===== src/hw/scan_cfg_pkg.sv =====
// Purpose: shared constants and carriers for the scan configuration block
// Assumes: 50 MHz ref_clk, APB slave with 32-bit data
// Notes:   all offsets are byte addresses
package scan_cfg_pkg;
	localparam int CLK_NS    = 20;
	localparam int CONV_DIV  = 4;
	localparam int CONV_NS   = CLK_NS * CONV_DIV;
	localparam int WARMUP_NS = 5000;
	// least time, so round up to whole converter cycles
	localparam int WARM_CYC  = (WARMUP_NS + CONV_NS - 1) / CONV_NS;
	localparam logic [7:0] WARM_LAST = 8'(WARM_CYC - 1);
	localparam logic [1:0] DIV_LAST  = 2'(CONV_DIV - 1);

	localparam logic [11:0] OFS_CTRLX  = 12'h01C;
	localparam logic [11:0] OFS_MASK   = 12'h020;
	localparam logic [11:0] OFS_INSEL  = 12'h024;
	localparam logic [11:0] OFS_NEGATIVE_PICK = 12'h028;
	localparam logic [11:0] OFS_FLAGS  = 12'h02C;
	localparam logic [11:0] OFS_MODE   = 12'h030;
	localparam logic [11:0] OFS_RESULT = 12'h034;

	localparam logic [31:0] CTRLX_WMASK  = 32'h0001_7FFF;
	localparam logic [31:0] INSEL_WMASK  = 32'h1F1F_1F1F;
	localparam logic [15:0] NEGATIVE_PICK_RST   = 16'h39E4;
	localparam logic [31:0] ZERO32       = 32'h0000_0000;

	localparam int TRIG_STYLE_BIT = 16;
	localparam int OVF_ACT_BIT    = 14;
	localparam int DVL_LSB        = 12;
	localparam int INPUT_ATTENUATION_CODE_LSB     = 8;
	localparam int REFATT_LSB     = 4;
	localparam int FIX_BIT        = 3;
	localparam int REFSEL_LSB     = 0;
	localparam int FLAG_OVF       = 0;
	localparam int FLAG_DV        = 1;
	localparam int MODE_DIFFERENTIAL_SELECT      = 0;
	localparam int MODE_EN_OVF    = 1;
	localparam int MODE_EN_DV     = 2;

	localparam logic [2:0] REF_SCALED_SUPPLY = 3'h1;
	localparam logic [2:0] REF_SCALED_SINGLE = 3'h2;
	localparam logic [2:0] REF_SCALED_DIFFERENTIAL_SELECT   = 3'h5;
	localparam logic [1:0] FIX_NONE    = 2'h0;
	localparam logic [1:0] FIX_QUARTER = 2'h1;
	localparam logic [1:0] FIX_THIRD   = 2'h2;

	localparam logic [4:0] GRP_B0_LO = 5'h00;
	localparam logic [4:0] GRP_B0_HI = 5'h01;
	localparam logic [2:0] GRP_B1    = 3'h1;
	localparam logic [4:0] GRP_B2    = 5'h08;
	localparam logic [4:0] GRP_B3    = 5'h0C;
	localparam logic [4:0] GRP_B4    = 5'h10;

	localparam logic [4:0] IN_LAST   = 5'h1F;
	localparam logic [4:0] IN_SEVEN  = 5'h07;
	localparam logic [4:0] IN_EIGHT  = 5'h08;
	localparam logic [4:0] IN_WRAP   = 5'h18;
	localparam logic [4:0] IN_FIFTN  = 5'h0F;

	localparam int         RES_W   = 16;
	localparam int         DEPTH   = 4;
	localparam logic [2:0] DEPTH_C = 3'h4;

	typedef enum logic [2:0] {
		ST_IDLE, ST_WARM, ST_HOLD, ST_SEEK, ST_CONV
	} scan_st_t;

	typedef struct packed {
		logic       start;
		logic       differential_select;
		logic [4:0] pos;
		logic [4:0] neg;
		logic [2:0] pos_bus;
		logic [4:0] pos_chan;
		logic [2:0] neg_bus;
		logic [4:0] neg_chan;
	} conv_req_t;

	typedef struct packed {
		logic [2:0] sel;
		logic [3:0] att;
		logic [1:0] fixed;
		logic [3:0] vin_att;
	} ref_cfg_t;
endpackage


===== src/hw/adc_scan_sequence_config.sv =====
// Purpose: scan trigger, sequencing, result buffer and reference setup
// Assumes: converter core on ref_clk; trigger pin asynchronous
// Notes:   APB answers with no wait states; result reg read pops
//
// The APB register port is this design's own decision.
`timescale 1ns/1ps
module adc_scan_sequence_config
	import scan_cfg_pkg::*;
(
	input  wire logic                    ref_clk,
	input  wire logic                    rst_n,
	input  wire logic                    psel,
	input  wire logic                    penable,
	input  wire logic                    pwrite,
	input  wire logic [11:0]             paddr,
	input  wire logic [31:0]             pwdata,
	output logic      [31:0]             prdata,
	output logic                         pready,
	output logic                         pslverr,
	input  wire logic                    trigger_network,
	input  wire logic                    result_valid,
	input  wire logic [RES_W-1:0]        result_data,
	output scan_cfg_pkg::conv_req_t      conv,
	output scan_cfg_pkg::ref_cfg_t       refcfg,
	output logic                         acq_req,
	output logic                         warmup_start,
	output logic                         scan_overflow_flag,
	output logic                         data_valid_flag,
	output logic                         irq
);
	import scan_cfg_pkg::*;

	typedef struct packed {
		scan_st_t                    st;
		logic [31:0]                 ctrlx;
		logic [31:0]                 mask;
		logic [31:0]                 insel;
		logic [15:0]                 negative_pick;
		logic [1:0]                  flags;
		logic [2:0]                  mode;
		logic [DEPTH-1:0][RES_W-1:0] mem;
		logic [1:0]                  rp;
		logic [1:0]                  wp;
		logic [2:0]                  cnt;
		logic [4:0]                  idx;
		logic                        did;
		logic                        trigger_length_governs_warmup;
		logic [7:0]                  wcnt;
		logic [1:0]                  div;
		logic                        trig_prev;
		logic [31:0]                 prdata;
		logic                        pready;
		logic                        pslverr;
		logic                        acq_req;
		logic                        warm_start;
		conv_req_t                   conv;
		ref_cfg_t                    refo;
		logic                        irq;
	} state_t;

	state_t     s;
	state_t     n;
	logic       trig_lvl;
	logic       trig_rise;
	logic       trig_fall;
	logic       wr;
	logic       rd;
	logic       pop;
	logic       push;
	logic       full_eff;
	logic [2:0] cnt_n;
	logic [4:0] neg_idx;
	logic [2:0] pos_bus;
	logic [4:0] pos_chan;
	logic [2:0] neg_bus;
	logic [4:0] neg_chan;
	logic [3:0] ref_att;
	logic [2:0] ref_sel;

	pin_sync u_trig_sync (
		.clk   (ref_clk),
		.rst_n (rst_n),
		.d     (trigger_network),
		.q     (trig_lvl)
	);

	// negative partner of a differential input
	function automatic logic [4:0] neg_of(logic [4:0] p, logic [15:0] ns);
		logic [4:0] r;
		r = p + 5'h01;
		if (p < IN_EIGHT && !p[0]) begin
			r = {2'h0, ns[{p[2:1], 1'b0} +: 2], 1'b1};
		end else if (p > IN_EIGHT && p <= IN_FIFTN && p[0]) begin
			r = {2'h1, ns[{1'b1, p[2:1], 1'b0} +: 2], 1'b0};
		end else if (p == IN_SEVEN) begin
			r = IN_EIGHT;
		end else if (p == IN_LAST) begin
			r = IN_WRAP;
		end
		return r;
	endfunction

	assign neg_idx = neg_of(s.idx, s.negative_pick);

	// one decoder per end of the pair; four groups of eight each
	group_decode u_pos_grp (
		.code (s.insel[{s.idx[4:3], 3'h0} +: 5]),
		.slot (s.idx[2:0]),
		.bus  (pos_bus),
		.chan (pos_chan)
	);

	group_decode u_neg_grp (
		.code (s.insel[{neg_idx[4:3], 3'h0} +: 5]),
		.slot (neg_idx[2:0]),
		.bus  (neg_bus),
		.chan (neg_chan)
	);

	assign trig_rise = trig_lvl && !s.trig_prev;
	assign trig_fall = !trig_lvl && s.trig_prev;
	assign wr  = psel && penable && s.pready && pwrite;
	assign rd  = psel && penable && s.pready && !pwrite;
	assign pop = rd && paddr == OFS_RESULT && s.cnt != 3'h0;
	assign push     = s.st == ST_CONV && result_valid;
	assign full_eff = s.cnt == DEPTH_C && !pop;
	assign ref_att  = s.ctrlx[REFATT_LSB +: 4];
	assign ref_sel  = s.ctrlx[REFSEL_LSB +: 3];

	always_comb begin
		n = s;
		n.pready     = 1'b0;
		n.pslverr    = 1'b0;
		n.acq_req    = 1'b0;
		n.warm_start = 1'b0;
		n.conv.start = 1'b0;
		n.trig_prev  = trig_lvl;
		n.div        = (s.div == DIV_LAST) ? 2'h0 : s.div + 2'h1;
		cnt_n        = s.cnt - {2'h0, pop};

		// setup cycle latches the answer for the access phase
		if (psel && !penable) begin
			n.pready = 1'b1;
			n.prdata = ZERO32;
			if (paddr == OFS_CTRLX) begin
				n.prdata = s.ctrlx;
			end else if (paddr == OFS_MASK) begin
				n.prdata = s.mask;
			end else if (paddr == OFS_INSEL) begin
				n.prdata = s.insel;
			end else if (paddr == OFS_NEGATIVE_PICK) begin
				n.prdata = {16'h0000, s.negative_pick};
			end else if (paddr == OFS_FLAGS) begin
				n.prdata = {29'h0000_0000, s.cnt == 3'h0, s.flags};
			end else if (paddr == OFS_MODE) begin
				n.prdata = {29'h0000_0000, s.mode};
			end else if (paddr == OFS_RESULT) begin
				n.prdata = {16'h0000, s.mem[s.rp]};
			end else begin
				n.pslverr = 1'b1;
			end
		end

		// reserved bits are masked so they always read zero
		if (wr) begin
			if (paddr == OFS_CTRLX) begin
				n.ctrlx = pwdata & CTRLX_WMASK;
			end else if (paddr == OFS_MASK) begin
				n.mask = pwdata;
			end else if (paddr == OFS_INSEL) begin
				n.insel = pwdata & INSEL_WMASK;
			end else if (paddr == OFS_NEGATIVE_PICK) begin
				n.negative_pick = pwdata[15:0];
			end else if (paddr == OFS_FLAGS) begin
				n.flags = s.flags & ~pwdata[1:0];
			end else if (paddr == OFS_MODE) begin
				n.mode = pwdata[2:0];
			end
		end

		case (s.st)
			ST_IDLE: begin
				n.idx = 5'h00;
				n.did = 1'b0;
				if (trig_rise) begin
					n.trigger_length_governs_warmup = s.ctrlx[TRIG_STYLE_BIT];
					if (s.ctrlx[TRIG_STYLE_BIT]) begin
						n.st = ST_HOLD;
					end else begin
						n.st         = ST_WARM;
						n.wcnt       = 8'h00;
						n.warm_start = 1'b1;
						// restart the tick so a partial first one never shortens warm-up
						n.div        = 2'h0;
					end
				end
			end
			ST_WARM: begin
				// warm-up counts converter clock ticks, not ref_clk
				if (s.div == DIV_LAST) begin
					n.wcnt = s.wcnt + 8'h01;
					if (s.wcnt == WARM_LAST) begin
						n.acq_req = 1'b1;
						n.st      = ST_SEEK;
					end
				end
			end
			ST_HOLD: begin
				if (trig_fall) begin
					n.acq_req = 1'b1;
					n.st      = ST_SEEK;
				end
			end
			ST_SEEK: begin
				if ((s.mask >> s.idx) == ZERO32) begin
					if (s.mask == ZERO32 && !s.did) begin
						n.conv.start = 1'b1;
						n.st         = ST_CONV;
					end else begin
						n.st = ST_IDLE;
					end
				end else if (s.mask[s.idx]) begin
					n.conv.start = 1'b1;
					n.st         = ST_CONV;
				end else begin
					n.idx = s.idx + 5'h01;
				end
				n.conv.differential_select     = s.mode[MODE_DIFFERENTIAL_SELECT];
				n.conv.pos      = s.idx;
				n.conv.neg      = s.mode[MODE_DIFFERENTIAL_SELECT] ? neg_idx : s.idx;
				n.conv.pos_bus  = pos_bus;
				n.conv.pos_chan = pos_chan;
				n.conv.neg_bus  = neg_bus;
				n.conv.neg_chan = neg_chan;
			end
			ST_CONV: begin
				if (result_valid) begin
					n.did = 1'b1;
					if (s.idx == IN_LAST) begin
						n.st = ST_IDLE;
					end else begin
						n.idx = s.idx + 5'h01;
						n.st  = ST_SEEK;
					end
				end
			end
			default: begin
				n.st = ST_IDLE;
			end
		endcase

		if (pop) begin
			n.rp = s.rp + 2'h1;
		end
		// hardware sets come after the software clear, so they win
		if (push) begin
			if (!full_eff) begin
				n.mem[s.wp] = result_data;
				n.wp        = s.wp + 2'h1;
				cnt_n       = cnt_n + 3'h1;
				if (cnt_n >= {1'b0, s.ctrlx[DVL_LSB +: 2]} + 3'h1) begin
					n.flags[FLAG_DV] = 1'b1;
				end
			end else begin
				n.flags[FLAG_OVF] = 1'b1;
				if (s.ctrlx[OVF_ACT_BIT]) begin
					n.mem[s.wp] = result_data;
					n.wp        = s.wp + 2'h1;
					n.rp        = s.rp + 2'h1;
				end
			end
		end
		n.cnt = cnt_n;

		n.refo.sel     = ref_sel;
		n.refo.vin_att = s.ctrlx[INPUT_ATTENUATION_CODE_LSB +: 4];
		n.refo.att     = 4'h0;
		n.refo.fixed   = FIX_NONE;
		if (s.ctrlx[FIX_BIT]) begin
			n.refo.fixed = (ref_att == 4'h0) ? FIX_QUARTER : FIX_THIRD;
		end else if (ref_sel == REF_SCALED_SUPPLY || ref_sel == REF_SCALED_SINGLE
			|| ref_sel == REF_SCALED_DIFFERENTIAL_SELECT) begin
			n.refo.att = ref_att;
		end
		n.irq = |(n.flags & s.mode[MODE_EN_DV:MODE_EN_OVF]);
	end

	always_ff @(posedge ref_clk or negedge rst_n) begin
		if (!rst_n) begin
			s        <= '0;
			s.st     <= ST_IDLE;
			s.negative_pick <= NEGATIVE_PICK_RST;
		end else begin
			s <= n;
		end
	end

	assign prdata             = s.prdata;
	assign pready             = s.pready;
	assign pslverr            = s.pslverr;
	assign conv               = s.conv;
	assign refcfg             = s.refo;
	assign acq_req            = s.acq_req;
	assign warmup_start       = s.warm_start;
	assign scan_overflow_flag = s.flags[FLAG_OVF];
	assign data_valid_flag    = s.flags[FLAG_DV];
	assign irq                = s.irq;
endmodule


===== src/hw/group_decode.sv =====
// Purpose: map a group select code and slot to bus and channel
// Assumes: unlisted codes fall back to bus 0 lower eight
// Notes:   purely combinational
`timescale 1ns/1ps
module group_decode
	import scan_cfg_pkg::*;
(
	input  wire logic [4:0] code,
	input  wire logic [2:0] slot,
	output logic      [2:0] bus,
	output logic      [4:0] chan
);
	always_comb begin
		bus  = 3'h0;
		chan = {2'h0, slot};
		if (code == GRP_B0_HI) begin
			chan = {2'h1, slot};
		end else if (code[4:2] == GRP_B1) begin
			bus  = 3'h1;
			chan = {code[1:0], slot};
		end else if (code == GRP_B2) begin
			bus = 3'h2;
		end else if (code == GRP_B3) begin
			bus = 3'h3;
		end else if (code == GRP_B4) begin
			bus = 3'h4;
		end
	end
endmodule


===== src/hw/pin_sync.sv =====
// Purpose: three-stage synchroniser with agreement filter
// Assumes: d is asynchronous to clk
// Notes:   q moves only when stages two and three agree
`timescale 1ns/1ps
module pin_sync (
	input  wire logic clk,
	input  wire logic rst_n,
	input  wire logic d,
	output logic      q
);
	logic s1_q;
	logic s2_q;
	logic s3_q;
	logic q_q;

	always_ff @(posedge clk or negedge rst_n) begin
		if (!rst_n) begin
			s1_q <= 1'b0;
			s2_q <= 1'b0;
			s3_q <= 1'b0;
			q_q  <= 1'b0;
		end else begin
			s1_q <= d;
			s2_q <= s1_q;
			s3_q <= s2_q;
			if (s2_q == s3_q) begin
				q_q <= s3_q;
			end
		end
	end

	assign q = q_q;
endmodule


===== config.mk =====
export PLATFORM = sky130hd
export DESIGN_NAME = adc_scan_sequence_config
export DESIGN_NICKNAME = d
export VERILOG_FILES = /design/src/hw/scan_cfg_pkg.sv /design/src/hw/adc_scan_sequence_config.sv /design/src/hw/group_decode.sv /design/src/hw/pin_sync.sv
export SDC_FILE = /design/constraint.sdc
export NUM_CORES = 1
export LEC_CHECK = 0
export BUFFER_PORTS_ARGS = -buffer_cell sky130_fd_sc_hd__buf_4
export CAP_MARGIN = 20
export CORE_ASPECT_RATIO = 1.25
export CORE_MARGIN = 10
export CORE_UTILIZATION = 54
export DETAILED_ROUTE_END_ITERATION = 16
export PLACE_DENSITY = 0.86
export RECOVER_POWER = 100
export SLEW_MARGIN = 10
export SYNTH_ARGS = -nofsm -noshare
export SYNTH_HDL_FRONTEND = slang
export SYNTH_HIERARCHICAL = 1
export SYNTH_SLANG_ARGS = --single-unit
export TNS_END_PERCENT = 30

===== constraint.sdc =====
create_clock -name ref_clk -period 3.4 [get_ports ref_clk]
set_input_delay 0.68 -clock ref_clk [delete_from_list [all_inputs] [get_ports ref_clk]]
set_output_delay 0.68 -clock ref_clk [all_outputs]
set_load 0.005 [all_outputs]

# After elaboration in Yosys (flattened, before gate mapping)
# Index checks and enable logic that the tools add are counted.
# W data, S select, Z words.
# word_totals
ff_bits	262
latch_bits	0
ram_bits	0
romBits	0
in_bits	67
mem_count	0
# classes
n_addsub	8
n_mul	0
div_mod_pow	0
magnitude_cmp	8
eq_ne	41
n_shift	5
n_mux	99
bitwise_logic	8
n_reduce_logical	45
# ops
operator	n
$mux W16	6
$mux W5	17
$eq A12 B6 Y1 const B	6
$mux W68	1
$mux W3	22
$bwmux W64	1
$logic_not A32 Y1	2
$mux W32	2
$mux W64	1
$shiftx A32 B6 Y5	2
$bmux W16 S2	1
$demux W16 S2	1
$shr A32 B5 Y32	1
$mux W29	1
$mux W28	1
$mux W2	12
$eq A5 B4 Y1 const B	4
$mux W1	20
$mux W10	2
$ne A2 B2 Y1 const B	10
$logic_and A1 B1 Y1	16
$pmux W8 S2	1
$shiftx A16 B4 Y2	1
$shiftx A16 B5 Y2	1
47 further kinds	82

# Logic depth before layout (Yosys ltp)
# Gate-level depths: netlist (run 1).
# depth
depth_word	13
mapped_depth	17
ltp_nobuf	14

# Modules after synthesis
# Netlist (run 1), hierarchy kept.
# modules_own_cells
mod	instances	cells_per_inst	area_each_um2
adc_scan_sequence_config	1	1197	13990.9
group_decode	2	12	82.6
pin_sync	1	5	111.4

# Least setup slack after synthesis (run 1)
# Ideal clock, no wire load.
# synth_path
kind	register to register
startpoint	reg s[94] (netlist bit)
endpoint	reg s (netlist bit conv[5])
setup_ns	0.125
arrival_ns	3.632
required_time_ns	3.275
slack_ns	-0.357
stages_incl_launch_ff	17
path_buffers	5
synth_period_minus_slack_ns	3.757
path_cell_list	dfrtp_1 -> buf_2 -> buf_1 -> clkbuf_1 -> buf_1 -> and3_1 -> ha_1 -> a21oi_1 -> nor3_1 -> a311oi_1 -> a21oi_1 -> clkbuf_1 -> nor2_1 -> a21oi_1 -> o21ai_0 -> and3b_2 -> mux2_2
# synth_between
elab_chain_len	11
elab_cells_between_ends	22
cone_classes	add/sub: 1; order compare: 3; eq/ne: 6; shift: 1; mux: 8; reduce/logical: 3
# synth_lines
element	line_no	text
start, declared	adc_scan_sequence_config.sv:61	state_t s;
start signal, assigned	adc_scan_sequence_config.sv:294	s <= n;
$add A5 B1 Y5, or another cell as far along	adc_scan_sequence_config.sv:90	r = p + 5'h01;
$mux W5 or $logic_and A1 B1 Y1 (tied branches)	adc_scan_sequence_config.sv:97, adc_scan_sequence_config.sv:93	
$mux W5 or $logic_and A1 B1 Y1 (tied branches)	adc_scan_sequence_config.sv:95, adc_scan_sequence_config.sv:93	
$mux W5	adc_scan_sequence_config.sv:93	end else if (p > IN_EIGHT && p <= IN_FIFTN && p[0]) begin
$mux W5 *	adc_scan_sequence_config.sv:91	if (p < IN_EIGHT && !p[0]) begin
$shiftx A32 B6 Y5 *	adc_scan_sequence_config.sv:114	.code (s.insel[{neg_idx[4:3], 3'h0} +: 5]),
$eq A5 B4 Y1	group_decode.sv:23	end else if (code == GRP_B3) begin
$mux W3	group_decode.sv:23	
$mux W3	group_decode.sv:21	end else if (code == GRP_B2) begin
$mux W3	group_decode.sv:18	end else if (code[4:2] == GRP_B1) begin
$mux W3 *	group_decode.sv:16	if (code == GRP_B0_HI) begin
named net neg_bus[0]	adc_scan_sequence_config.sv:75	logic [2:0] neg_bus;
# Mark *: on every way through the listed nets, which the timed path passes. The rest lies on a longest branch.
# A chain may end at the register's enable or synchronous reset.

# Final worst setup path (run 1)
# layout_path
startpoint	in paddr[1]
endpoint	reg s (netlist bit prdata[24])
# layout_between
elab_chain_len	4
elab_cells_between_ends	6
cone_classes	eq/ne: 3; mux: 3
# layout_lines
element	line_no	text
start, declared	adc_scan_sequence_config.sv:15	input wire logic [11:0] paddr,
$eq A12 B6 Y1	adc_scan_sequence_config.sv:149	end else if (paddr == OFS_INSEL) begin
$mux W29	adc_scan_sequence_config.sv:149	
$mux W32	adc_scan_sequence_config.sv:147	end else if (paddr == OFS_MASK) begin
$mux W32 *	adc_scan_sequence_config.sv:145	if (paddr == OFS_CTRLX) begin
# Mark *: on every way between the ends. The rest lies on a longest branch, timed or not.

==> results of run 1 <==
==> routing by layer <==
metal / track usage, % / wire (microns) / vias up
met2: 37.6 / 19200 / 457
li1: - / - / 4550
met1: 26.8 / 14100 / 5202
met3: 4.15 / 2970 / 105
met4: 10.1 / 1680 / 0
met5: 0 / 0 / -
==> kinds of logic after synthesis <==
family / after synthesis
and+or+nand+nor: 283
adders and majority gates: 20
DFF: 262
muxes: 264
xor gates and xnor gates: 15
buffers and inverters: 191
AOI/OAI and AO/OA: 191
==> timing repair <==
action                                  CTS  global route
setup buffers                             0             0
endpoints found under the setup margin    0             8
endpoints found under the hold margin     0             0
resized for setup                         0             4
hold buffers                              0             0
==> metrics by stage <==
stage | utilization (%) | hold slack (ns) | worst slack, ns | instances | setup TNS [ns]
4_1_cts | 62.4 | 0.128 | 0.0844 | 1657 | 0
2_1_floorplan | - | 0.331 | -0.0845 | 1226 | -0.0845
3_3_place_gp | 59.1 | 0.339 | -0.219 | 1609 | -0.272
3_5_place_dp | 59.1 | 0.340 | -0.305 | 1609 | -0.438
5_1_grt | 61.2 | 0.259 | 0.0169 | 1657 | 0
6_report | 61.2 | 0.269 | 0.157 | 1657 | 0
==> layout make-up <==
class,count,area [sq um]
Timing Repair Buffer,200,1380
Inverter,34,131
Clock buffer,44,778
Sequential cell,262,6570
Multi-Input combinational cell,773,6560
Tap cell,340,425
Clock inverter,4,70.1
Fill cell,2092,10100
==> how the worst min path moves through the flow <==
stage                       endpoint  slack, ns  cells after the start
floorplan           u_trig_sync/s2_q       0.33                      0
global placement    u_trig_sync/s2_q       0.34                      0
detailed placement  u_trig_sync/s2_q       0.34                      0
CTS                           s[236]       0.13                      1
global route        u_trig_sync/s1_q       0.26                      1
finish              u_trig_sync/s1_q       0.27                      1
==> Yosys cell counts (3+ instances only) <==
| library cell | number | area share, % |
|---|---|---|
| ha_1 | 19 | 1.7 |
| inv_1 | 33 | 0.87 |
| nand2b_1 | 12 | 0.53 |
| a211oi_1 | 4 | 0.21 |
| buf_4 | 82 | 4.3 |
| dfstp_2 | 8 | 1.5 |
| o2bb2ai_1 | 3 | 0.18 |
| or3_1 | 7 | 0.31 |
| a22o_1 | 9 | 0.55 |
| and3_1 | 8 | 0.35 |
| and4_1 | 3 | 0.18 |
| o211ai_1 | 3 | 0.16 |
| o21ai_1 | 4 | 0.14 |
| a222oi_1 | 13 | 0.91 |
| nand4_1 | 10 | 0.44 |
| nor4_1 | 15 | 0.66 |
| mux4_2 | 35 | 5.5 |
| clkbuf_1 | 37 | 0.97 |
| nor2_1 | 70 | 1.8 |
| and2_1 | 9 | 0.39 |
| a31oi_1 | 17 | 0.75 |
| dfrtp_1 | 254 | 45 |
| or2_2 | 11 | 0.48 |
| nand2_4 | 4 | 0.32 |
| xnor2_1 | 8 | 0.49 |
| a22oi_1 | 10 | 0.53 |
| xor2_1 | 7 | 0.43 |
| mux2_2 | 157 | 12 |
| nor3_1 | 25 | 0.88 |
| nor2b_1 | 20 | 0.88 |
| nor4b_1 | 3 | 0.18 |
| buf_1 | 9 | 0.24 |
| mux2_4 | 5 | 0.53 |
| a221oi_1 | 12 | 0.74 |
| buf_2 | 16 | 0.56 |
| mux2i_1 | 49 | 3.4 |
| buf_6 | 12 | 0.95 |
| nand2_1 | 55 | 1.4 |
| mux2_1 | 16 | 1.3 |
| o22ai_1 | 7 | 0.31 |
| o21ai_0 | 38 | 1.3 |
| a21oi_1 | 37 | 1.3 |
| nand3_1 | 17 | 0.60 |
==> flip-flops by register name, summed over array words and instances (netlist names) <==
| signal | count |
|---|---|
| ref_att | 4 |
| warmup_start | 1 |
| pslverr | 1 |
| conv | 28 |
| n | 7 |
| u_trig_sync/q | 1 |
| prdata | 32 |
| acq_req | 1 |
| u_trig_sync/s2_q | 1 |
| u_trig_sync/s3_q | 1 |
| scan_overflow_flag | 1 |
| u_trig_sync/s1_q | 1 |
| pready | 1 |
| irq | 1 |
| s | 167 |
| data_valid_flag | 1 |
| refcfg | 13 |
==> power groups by stage <==
stage | Clock [mW] | Sequential (mW) | Combinational [mW]
2_1_floorplan | 0 | 3.44 | 0.810
3_3_place_gp | 0 | 3.49 | 1.09
3_5_place_dp | 0 | 3.51 | 1.11
4_1_cts | 2.89 | 3.45 | 1.12
5_1_grt | 3.03 | 3.47 | 1.17
6_report | 2.86 | 3.45 | 1.04
==> flow_summary.toml, run 1 <==
[timing]
slew_viol_final = 78
worst_slew_pin_slew_ns = 2.10
fmax_mhz = 308
final.min_clock_period_ns = 3.24
grt_setup_unrepaired = "no"
clock_skew_ns = 0.0419
fin_crit_sh_pct = 95.4
hold_violations = 0
relSlewSlack_pct = -39.7
finalSetupViolations = 0

[power_and_ir_drop]
power.leakage_nw = 7.36
powerDensity_nw_per_um2 = 462
clock_power_share_pct = 38.9
power_frac_seq_pct = 46.9
netSwitchingPower_mw = 1.94
p_int_mw = 5.42
p_comb_share_pct = 14.2
swShare_pct = 26.3
vdd_drop_max_v = 0.000364
p_total_mw = 7.35

[yosys]
syn_avg_cell_area_sq_um = 11.6
synthSimpleGateAreaFrac_pct = 10.5
ys.flop_type = "dfrtp_1"
seq_area_frac_synth_pct = 46.0
synthMuxAreaShare_pct = 23.5
syn_inst = 1226
synth_compound_area_share_pct = 9.26
netlist_area_sq_um = 14300
synth-seq-cells = 262
yosysWarnings = 6
synth_cell_type_count = 84
synth_edf_count = 0
synth_top_family_by_area = "multiplexers"
synth_xor_area_share_pct = 0.921
synth_fa_ha_area_share_pct = 1.75
async_flop_share_pct = 100
synthesis.nets = 1312

[detailed_routing]
drt_pass1_iterations = 7
drc = 0
vias = 10300
avgRoutedWirePerCell_microns = 22.9
first_iter_violations = 900
wl_microns = 37900
ant_nets = 0
routed_via_density = 6.22

[clocking]
cts_max_level = 1
cts-root-buf = "clkbuf_16"
tritoncts = "done"
cts_buffers = 26
clk_path_buf_depth = 3
clkTransAtPathRegs_ns = 0.06
clock_latency_ns = 0.57
clock_sinks = 262

[setup_path]
cp_num_buf_inv = 5
critPathTopFamily = "buffers and inverters"
crit_chain = "clkbuf_1 -> nor4_4 -> clkbuf_4 -> nand3_1 -> nor3_1 -> clkbuf_1 -> nor3_1 -> clkbuf_1 -> a222oi_1 -> inv_1"
cp_data_required_time_ns = 3.84
slowest_stage = "clkbuf_1"
path_common_cell = "clkbuf_1"
reg2reg_depth = 10
r2r_setup_slack_ns = 0.22
critPathKind = "in -> reg"
reg2reg_from = "s[92]"
crit_cells = 10
cp_slowest_stage_delay_ns = 0.88
startpoint = "paddr[1]"
start_kind = "input pin"
worstPathArrival_ns = 3.68
cp-endpoint = "prdata[24]"
r2r-end = "s[92]"
cp_max_fo = 19
crit_path_end_kind = "flop"

[final_layout]
final_cell_mix = "dfrtp_1 (252), mux2_2 (154), buf_4 (93)"
diodes = 0
layout-drive-gt1-share_pct = 31.9
fin_area_sq_um = 15900
mostFrequentLayoutCell = "dfrtp_1"
nets = 1383
areaGrowthSynthToFinish_pct = 11.5

[hold_path]
min_path_type = "in -> reg"
min_from = "trigger_network"

[placed_design]
globalplace.congestion = 0.961
port-buffer-count = 146
placed_area_sq_um = 15400
place_hpwl_microns = 27200

[floorplanning]
dieWidth_microns = 165
core-area_sq_um = 26000
start_util_pct = 54.8
ios = 147
row_count = 66
die_h_microns = 202
die-area_sq_um = 33400

[grt]
grt_antenna_before_repair = 0
grt_pass1_wl_microns = 59700
grt_pass1_vias = 10600
grt_max_degree = 93
grt.total_usage_pct = 22.3
grt_remaining_overflow = 0

[outcome]
violations = "max-capacitance violations, max-slew violations"
status = "finished, violations left"

[run]
max-cap-violations = 1
No activity file was read; power rests on OpenSTA's default activity.
==> run 2: changes to the inputs <==
- RECOVER_POWER: 100 -> 25
==> flow_summary.toml, run 2 (synthesis gave the netlist of run 1 again) <==
[placed_design]
port-buffer-count = 146
globalplace.congestion = 0.961
place_hpwl_microns = 27200
dp.cells = 1609
placed_area_sq_um = 15400

[setup_path]
cp_data_required_time_ns = 3.82
reg2reg_depth = 10
critPathTopFamily = "simple AND/OR/NAND/NOR gates"
worstPathArrival_ns = 3.61
critPathKind = "in -> reg"
cp_num_buf_inv = 2
slowest_stage = "or3_4"
crit_path_end_kind = "flop"
cp_max_fo = 3
cp_slowest_stage_delay_ns = 0.40
r2r-end = "s[92]"
crit_cells = 15
crit_chain = "buf_4 -> nor4_4 -> and3_1 -> nand4b_4 -> or3_4 -> nor2_4 -> ha_1 -> ha_1 -> inv_1 -> ha_1 -> ha_1 -> a21o_1 -> a21oi_1 -> o2bb2ai_1 -> a22o_1"
reg2reg_from = "s[92]"
start_kind = "input pin"
path_common_cell = "ha_1"
r2r_setup_slack_ns = 0.21

[timing]
finalSetupViolations = 0
clock_skew_ns = 0.0391
slew_viol_final = 78
fmax_mhz = 314
final.min_clock_period_ns = 3.19
hold_violations = 0
fin_crit_sh_pct = 93.7
relSlewSlack_pct = -40.6
grt_setup_unrepaired = "no"
worst_slew_pin_slew_ns = 2.11
hold_slack_ns = 0.269

[power_and_ir_drop]
p_comb_share_pct = 14.9
p_int_mw = 5.48
clock_power_share_pct = 38.5
p_total_mw = 7.41
power.leakage_nw = 7.67
netSwitchingPower_mw = 1.94
vdd_drop_max_v = 0.000365
powerDensity_nw_per_um2 = 457
swShare_pct = 26.2
power_frac_seq_pct = 46.6

[clocking]
tritoncts = "done"
ctsHoldBuffers = 0
cts_resized = 0
clock_latency_ns = 0.57
cts_buffers = 26
cts_max_level = 1
cts-root-buf = "clkbuf_16"
clkTransAtPathRegs_ns = 0.06
clk_path_buf_depth = 3
clock_sinks = 262
cts_setup_buffers = 0

[final_layout]
final_cell_mix = "dfrtp_1 (252), buf_4 (190), mux2_2 (157)"
diodes = 0
mostFrequentLayoutCell = "dfrtp_1"
regMostFlops = "s"
fin_area_sq_um = 16200
layout-drive-gt1-share_pct = 36.8
largest_reg_flops = 167
fin_cells = 1657
areaGrowthSynthToFinish_pct = 13.7
nets = 1383

[detailed_routing]
routed_via_density = 6.18
drc = 0
vias = 10200
ant_nets = 0
wl_microns = 37700
first_iter_violations = 956
avgRoutedWirePerCell_microns = 22.7
drt_pass1_iterations = 6

[floorplanning]
ios = 147
dieWidth_microns = 165
die_h_microns = 202
start_util_pct = 54.8
core-area_sq_um = 26000
die-area_sq_um = 33400
row_count = 66

[grt]
grt.total_usage_pct = 22.3
grt_pass1_wl_microns = 59700
grt_pass1_vias = 10600
grt_antenna_before_repair = 0
grt_remaining_overflow = 0
grt_max_degree = 93

[hold_path]
min_from = "trigger_network"
min_path_type = "in -> reg"
worstHoldEndpoint = "u_trig_sync/s1_q"
whs_path_depth = 1

[outcome]
status = "finished, violations left"
violations = "max-capacitance violations, max-slew violations"

[run]
max-cap-violations = 1
[run 2: cell types whose count changed in the layout (fill, tap and decap cells not counted), sizes merged]
cell	delta
clkbuf	-98
buf	+98
[run 2: worst max path at each step]
stage	startpoint	end
2_1_floorplan	paddr[1]	irq
3_3_place_gp	paddr[9]	irq
3_5_place_dp	paddr[9]	irq
4_1_cts	s[92]	conv[5]
5_1_grt	s[95]	conv[5]
6_report	paddr[9]	irq
[run 2: area by class of cell]
cell class                      instances  area [sq um]
Timing Repair Buffer                  200          1600
Clock inverter                          4          70.1
Multi-Input combinational cell        773          6650
Inverter                               34           131
Tap cell                              340           425
Sequential cell                       262          6570
Clock buffer                           44           778
Fill cell                            2013          9790
[run 2: worst reg2reg max path, cell delays in order (launching register included)]
cell       delay (ns)
dfrtp_2          0.46
buf_12           0.18
buf_4            0.27
mux2_1           0.37
mux2_4           0.28
nor3b_2          0.21
nor3_1           0.09
a2111oi_2        0.34
and4b_2          0.42
a31oi_1          0.12
or3_1            0.32
[run 2: metal layers]
layer	global-route usage (%)	routed length (microns)
met3	4.15	2880
met2	37.6	19200
met4	10.1	1680
met5	0	0
met1	26.8	13900
[run 2: power by group through the flow]
stage | registers, mW | clock network, mW | logic (mW)
3_5_place_dp | 3.51 | 0 | 1.11
5_1_grt | 3.47 | 3.03 | 1.23
6_report | 3.45 | 2.86 | 1.11
3_3_place_gp | 3.49 | 0 | 1.09
2_1_floorplan | 3.44 | 0 | 0.810
4_1_cts | 3.45 | 2.89 | 1.12
[run 2: per-stage QoR]
step	util [%]	setup TNS, ns	setup WS, ns
2_1_floorplan	-	-0.0845	-0.0845
3_3_place_gp	59.1	-0.272	-0.219
3_5_place_dp	59.1	-0.438	-0.305
4_1_cts	62.4	0	0.0844
5_1_grt	62.4	0	0.0214
6_report	62.4	0	0.215
==> run 3: changes to the inputs <==
- RECOVER_POWER: 25 -> unset
- SLEW_MARGIN: 10 -> unset
- TNS_END_PERCENT: 30 -> 50
==> flow_summary.toml, run 3 (synthesis gave the netlist of run 1 again) <==
[floorplanning]
start_util_pct = 54.8
dieWidth_microns = 165
core-area_sq_um = 26000
ios = 147
die-area_sq_um = 33400
row_count = 66
die_h_microns = 202

[detailed_routing]
drc = 0
avgRoutedWirePerCell_microns = 22.8
first_iter_violations = 955
vias = 10300
drt_pass1_iterations = 10
wl_microns = 37700
routed_via_density = 6.20
ant_nets = 0

[final_layout]
fin_area_sq_um = 16200
n_fill_cell = 2011
final_util_pct = 62.4
nets = 1383
diodes = 0
mostFrequentLayoutCell = "dfrtp_1"
regArea_sq_um = 6570
multi_input_area_sq_um = 6650
final_cell_mix = "dfrtp_1 (252), buf_4 (191), mux2_2 (157)"
layout-drive-gt1-share_pct = 36.9
areaGrowthSynthToFinish_pct = 13.8
largest_reg_flops = 167
regMostFlops = "s"

[clocking]
clock_latency_ns = 0.57
cts-root-buf = "clkbuf_16"
clk_path_buf_depth = 3
cts_max_level = 1
tritoncts = "done"
cts_buffers = 26
clock_sinks = 262
cts_setup_buffers = 0
clkTransAtPathRegs_ns = 0.06

[setup_path]
slowest_stage = "or3_4"
start_kind = "input pin"
worstPathArrival_ns = 3.61
r2r_setup_slack_ns = 0.22
crit_chain = "buf_4 -> nor4_4 -> and3_1 -> nand4b_4 -> or3_4 -> nor2_4 -> ha_1 -> ha_1 -> inv_1 -> ha_1 -> ha_1 -> a21o_1 -> a21oi_1 -> o2bb2ai_1 -> a22o_1"
path_common_cell = "ha_1"
cp-endpoint = "irq"
crit_cells = 15
r2r-end = "s[92]"
cp_num_buf_inv = 2
cp_data_required_time_ns = 3.82
critPathTopFamily = "simple AND/OR/NAND/NOR gates"
cp_max_fo = 3
crit_path_end_kind = "flop"
critPathKind = "in -> reg"
reg2reg_depth = 10
startpoint = "paddr[9]"
cp_slowest_stage_delay_ns = 0.40
reg2reg_from = "s[92]"

[grt]
grt_remaining_overflow = 0
grt.total_usage_pct = 22.3
grt_pass1_wl_microns = 59700
grt_max_degree = 93
grt_pass1_vias = 10600
grt_antenna_before_repair = 0

[power_and_ir_drop]
vdd_drop_max_v = 0.000365
p_total_mw = 7.41
power.leakage_nw = 7.67
powerDensity_nw_per_um2 = 457

[timing]
finalSetupViolations = 0
hold_slack_ns = 0.123
fmax_mhz = 314
clock_skew_ns = 0.0397
worst_slew_pin_slew_ns = 0.793
hold_violations = 0
fin_crit_sh_pct = 93.6
slew_viol_final = 0
final.min_clock_period_ns = 3.18
grt_setup_unrepaired = "no"
relSlewSlack_pct = 47.1

[placed_design]
port-buffer-count = 146
placed_area_sq_um = 15400
globalplace.congestion = 0.961
place_hpwl_microns = 27200

[hold_path]
min_path_type = "in -> async"

[outcome]
status = "finished, final reports clean"

[run]
max-cap-violations = 0
[run 3: cell count changes in the layout (fill, tap and decap cells not counted), sizes merged]
cell	before	now
buf	198	200
clkbuf	46	44
[run 3: repair_timing]
| action | 4_1_cts | 5_1_grt |
|---|---|---|
| resized for setup | 0 | 4 |
| hold buffers | 0 | 0 |
| endpoints found under the setup margin | 0 | 8 |
[run 3: report_power, final]
| group | total, mW | internal, mW | leakage [nW] | switching [mW] |
|---|---|---|---|---|
| Combinational | 1.11 | 0.532 | 3.76 | 0.577 |
| Sequential | 3.45 | 3.31 | 3.50 | 0.143 |
| Clock | 2.85 | 1.63 | 0.411 | 1.22 |
[run 3: worst min-delay path by stage]
stage | slack [ns] | endpoint | cells past startpoint
after global placement | 0.34 | u_trig_sync/s2_q | 0
after floorplan | 0.33 | u_trig_sync/s2_q | 0
after global routing | 0.16 | s[236] | 1
final | 0.12 | conv[26] | 1
after CTS | 0.13 | s[236] | 1
after detailed placement | 0.34 | u_trig_sync/s2_q | 0
[run 3: final cells by class]
cell class / count / share of cell area, %
inverters: 34 / 0.809
well taps: 340 / 2.62
flip-flops and latches: 262 / 40.5
clock inverters: 4 / 0.432
repair buffers: 200 / 9.91
clock buffers: 44 / 4.79
multi-input cells: 773 / 41.0
[run 3: per-stage QoR]
stage	TNS (ns)	instances	setup slack, ns
global placement	-0.272	1609	-0.219
global route	0	1657	0.0214
floorplan	-0.0845	1226	-0.0845
finish	0	1657	0.219
CTS	0	1657	0.0844
detailed placement	-0.438	1609	-0.305
[run 3: layer usage]
| metal | track usage [%] | wire [microns] | vias up | part of all wire [%] |
|---|---|---|---|---|
| met5 | 0 | 0 | - | 0 |
| met4 | 10.1 | 1700 | 0 | 4.5 |
| met3 | 4.15 | 2890 | 116 | 7.7 |
| met2 | 37.6 | 19200 | 451 | 51 |
| met1 | 26.8 | 13900 | 5151 | 37 |
| li1 | - | - | 4550 | - |
[run 3: worst reg2reg max path, cell delays in order, from the launching register on]
cell and delay [ns]:
dfrtp_2 0.46, buf_12 0.18, buf_4 0.27, mux2_1 0.37, mux2_4 0.28, nor3b_2 0.21
nor3_1 0.09, a2111oi_2 0.34, and4b_2 0.43, a31oi_1 0.12, or3_1 0.32
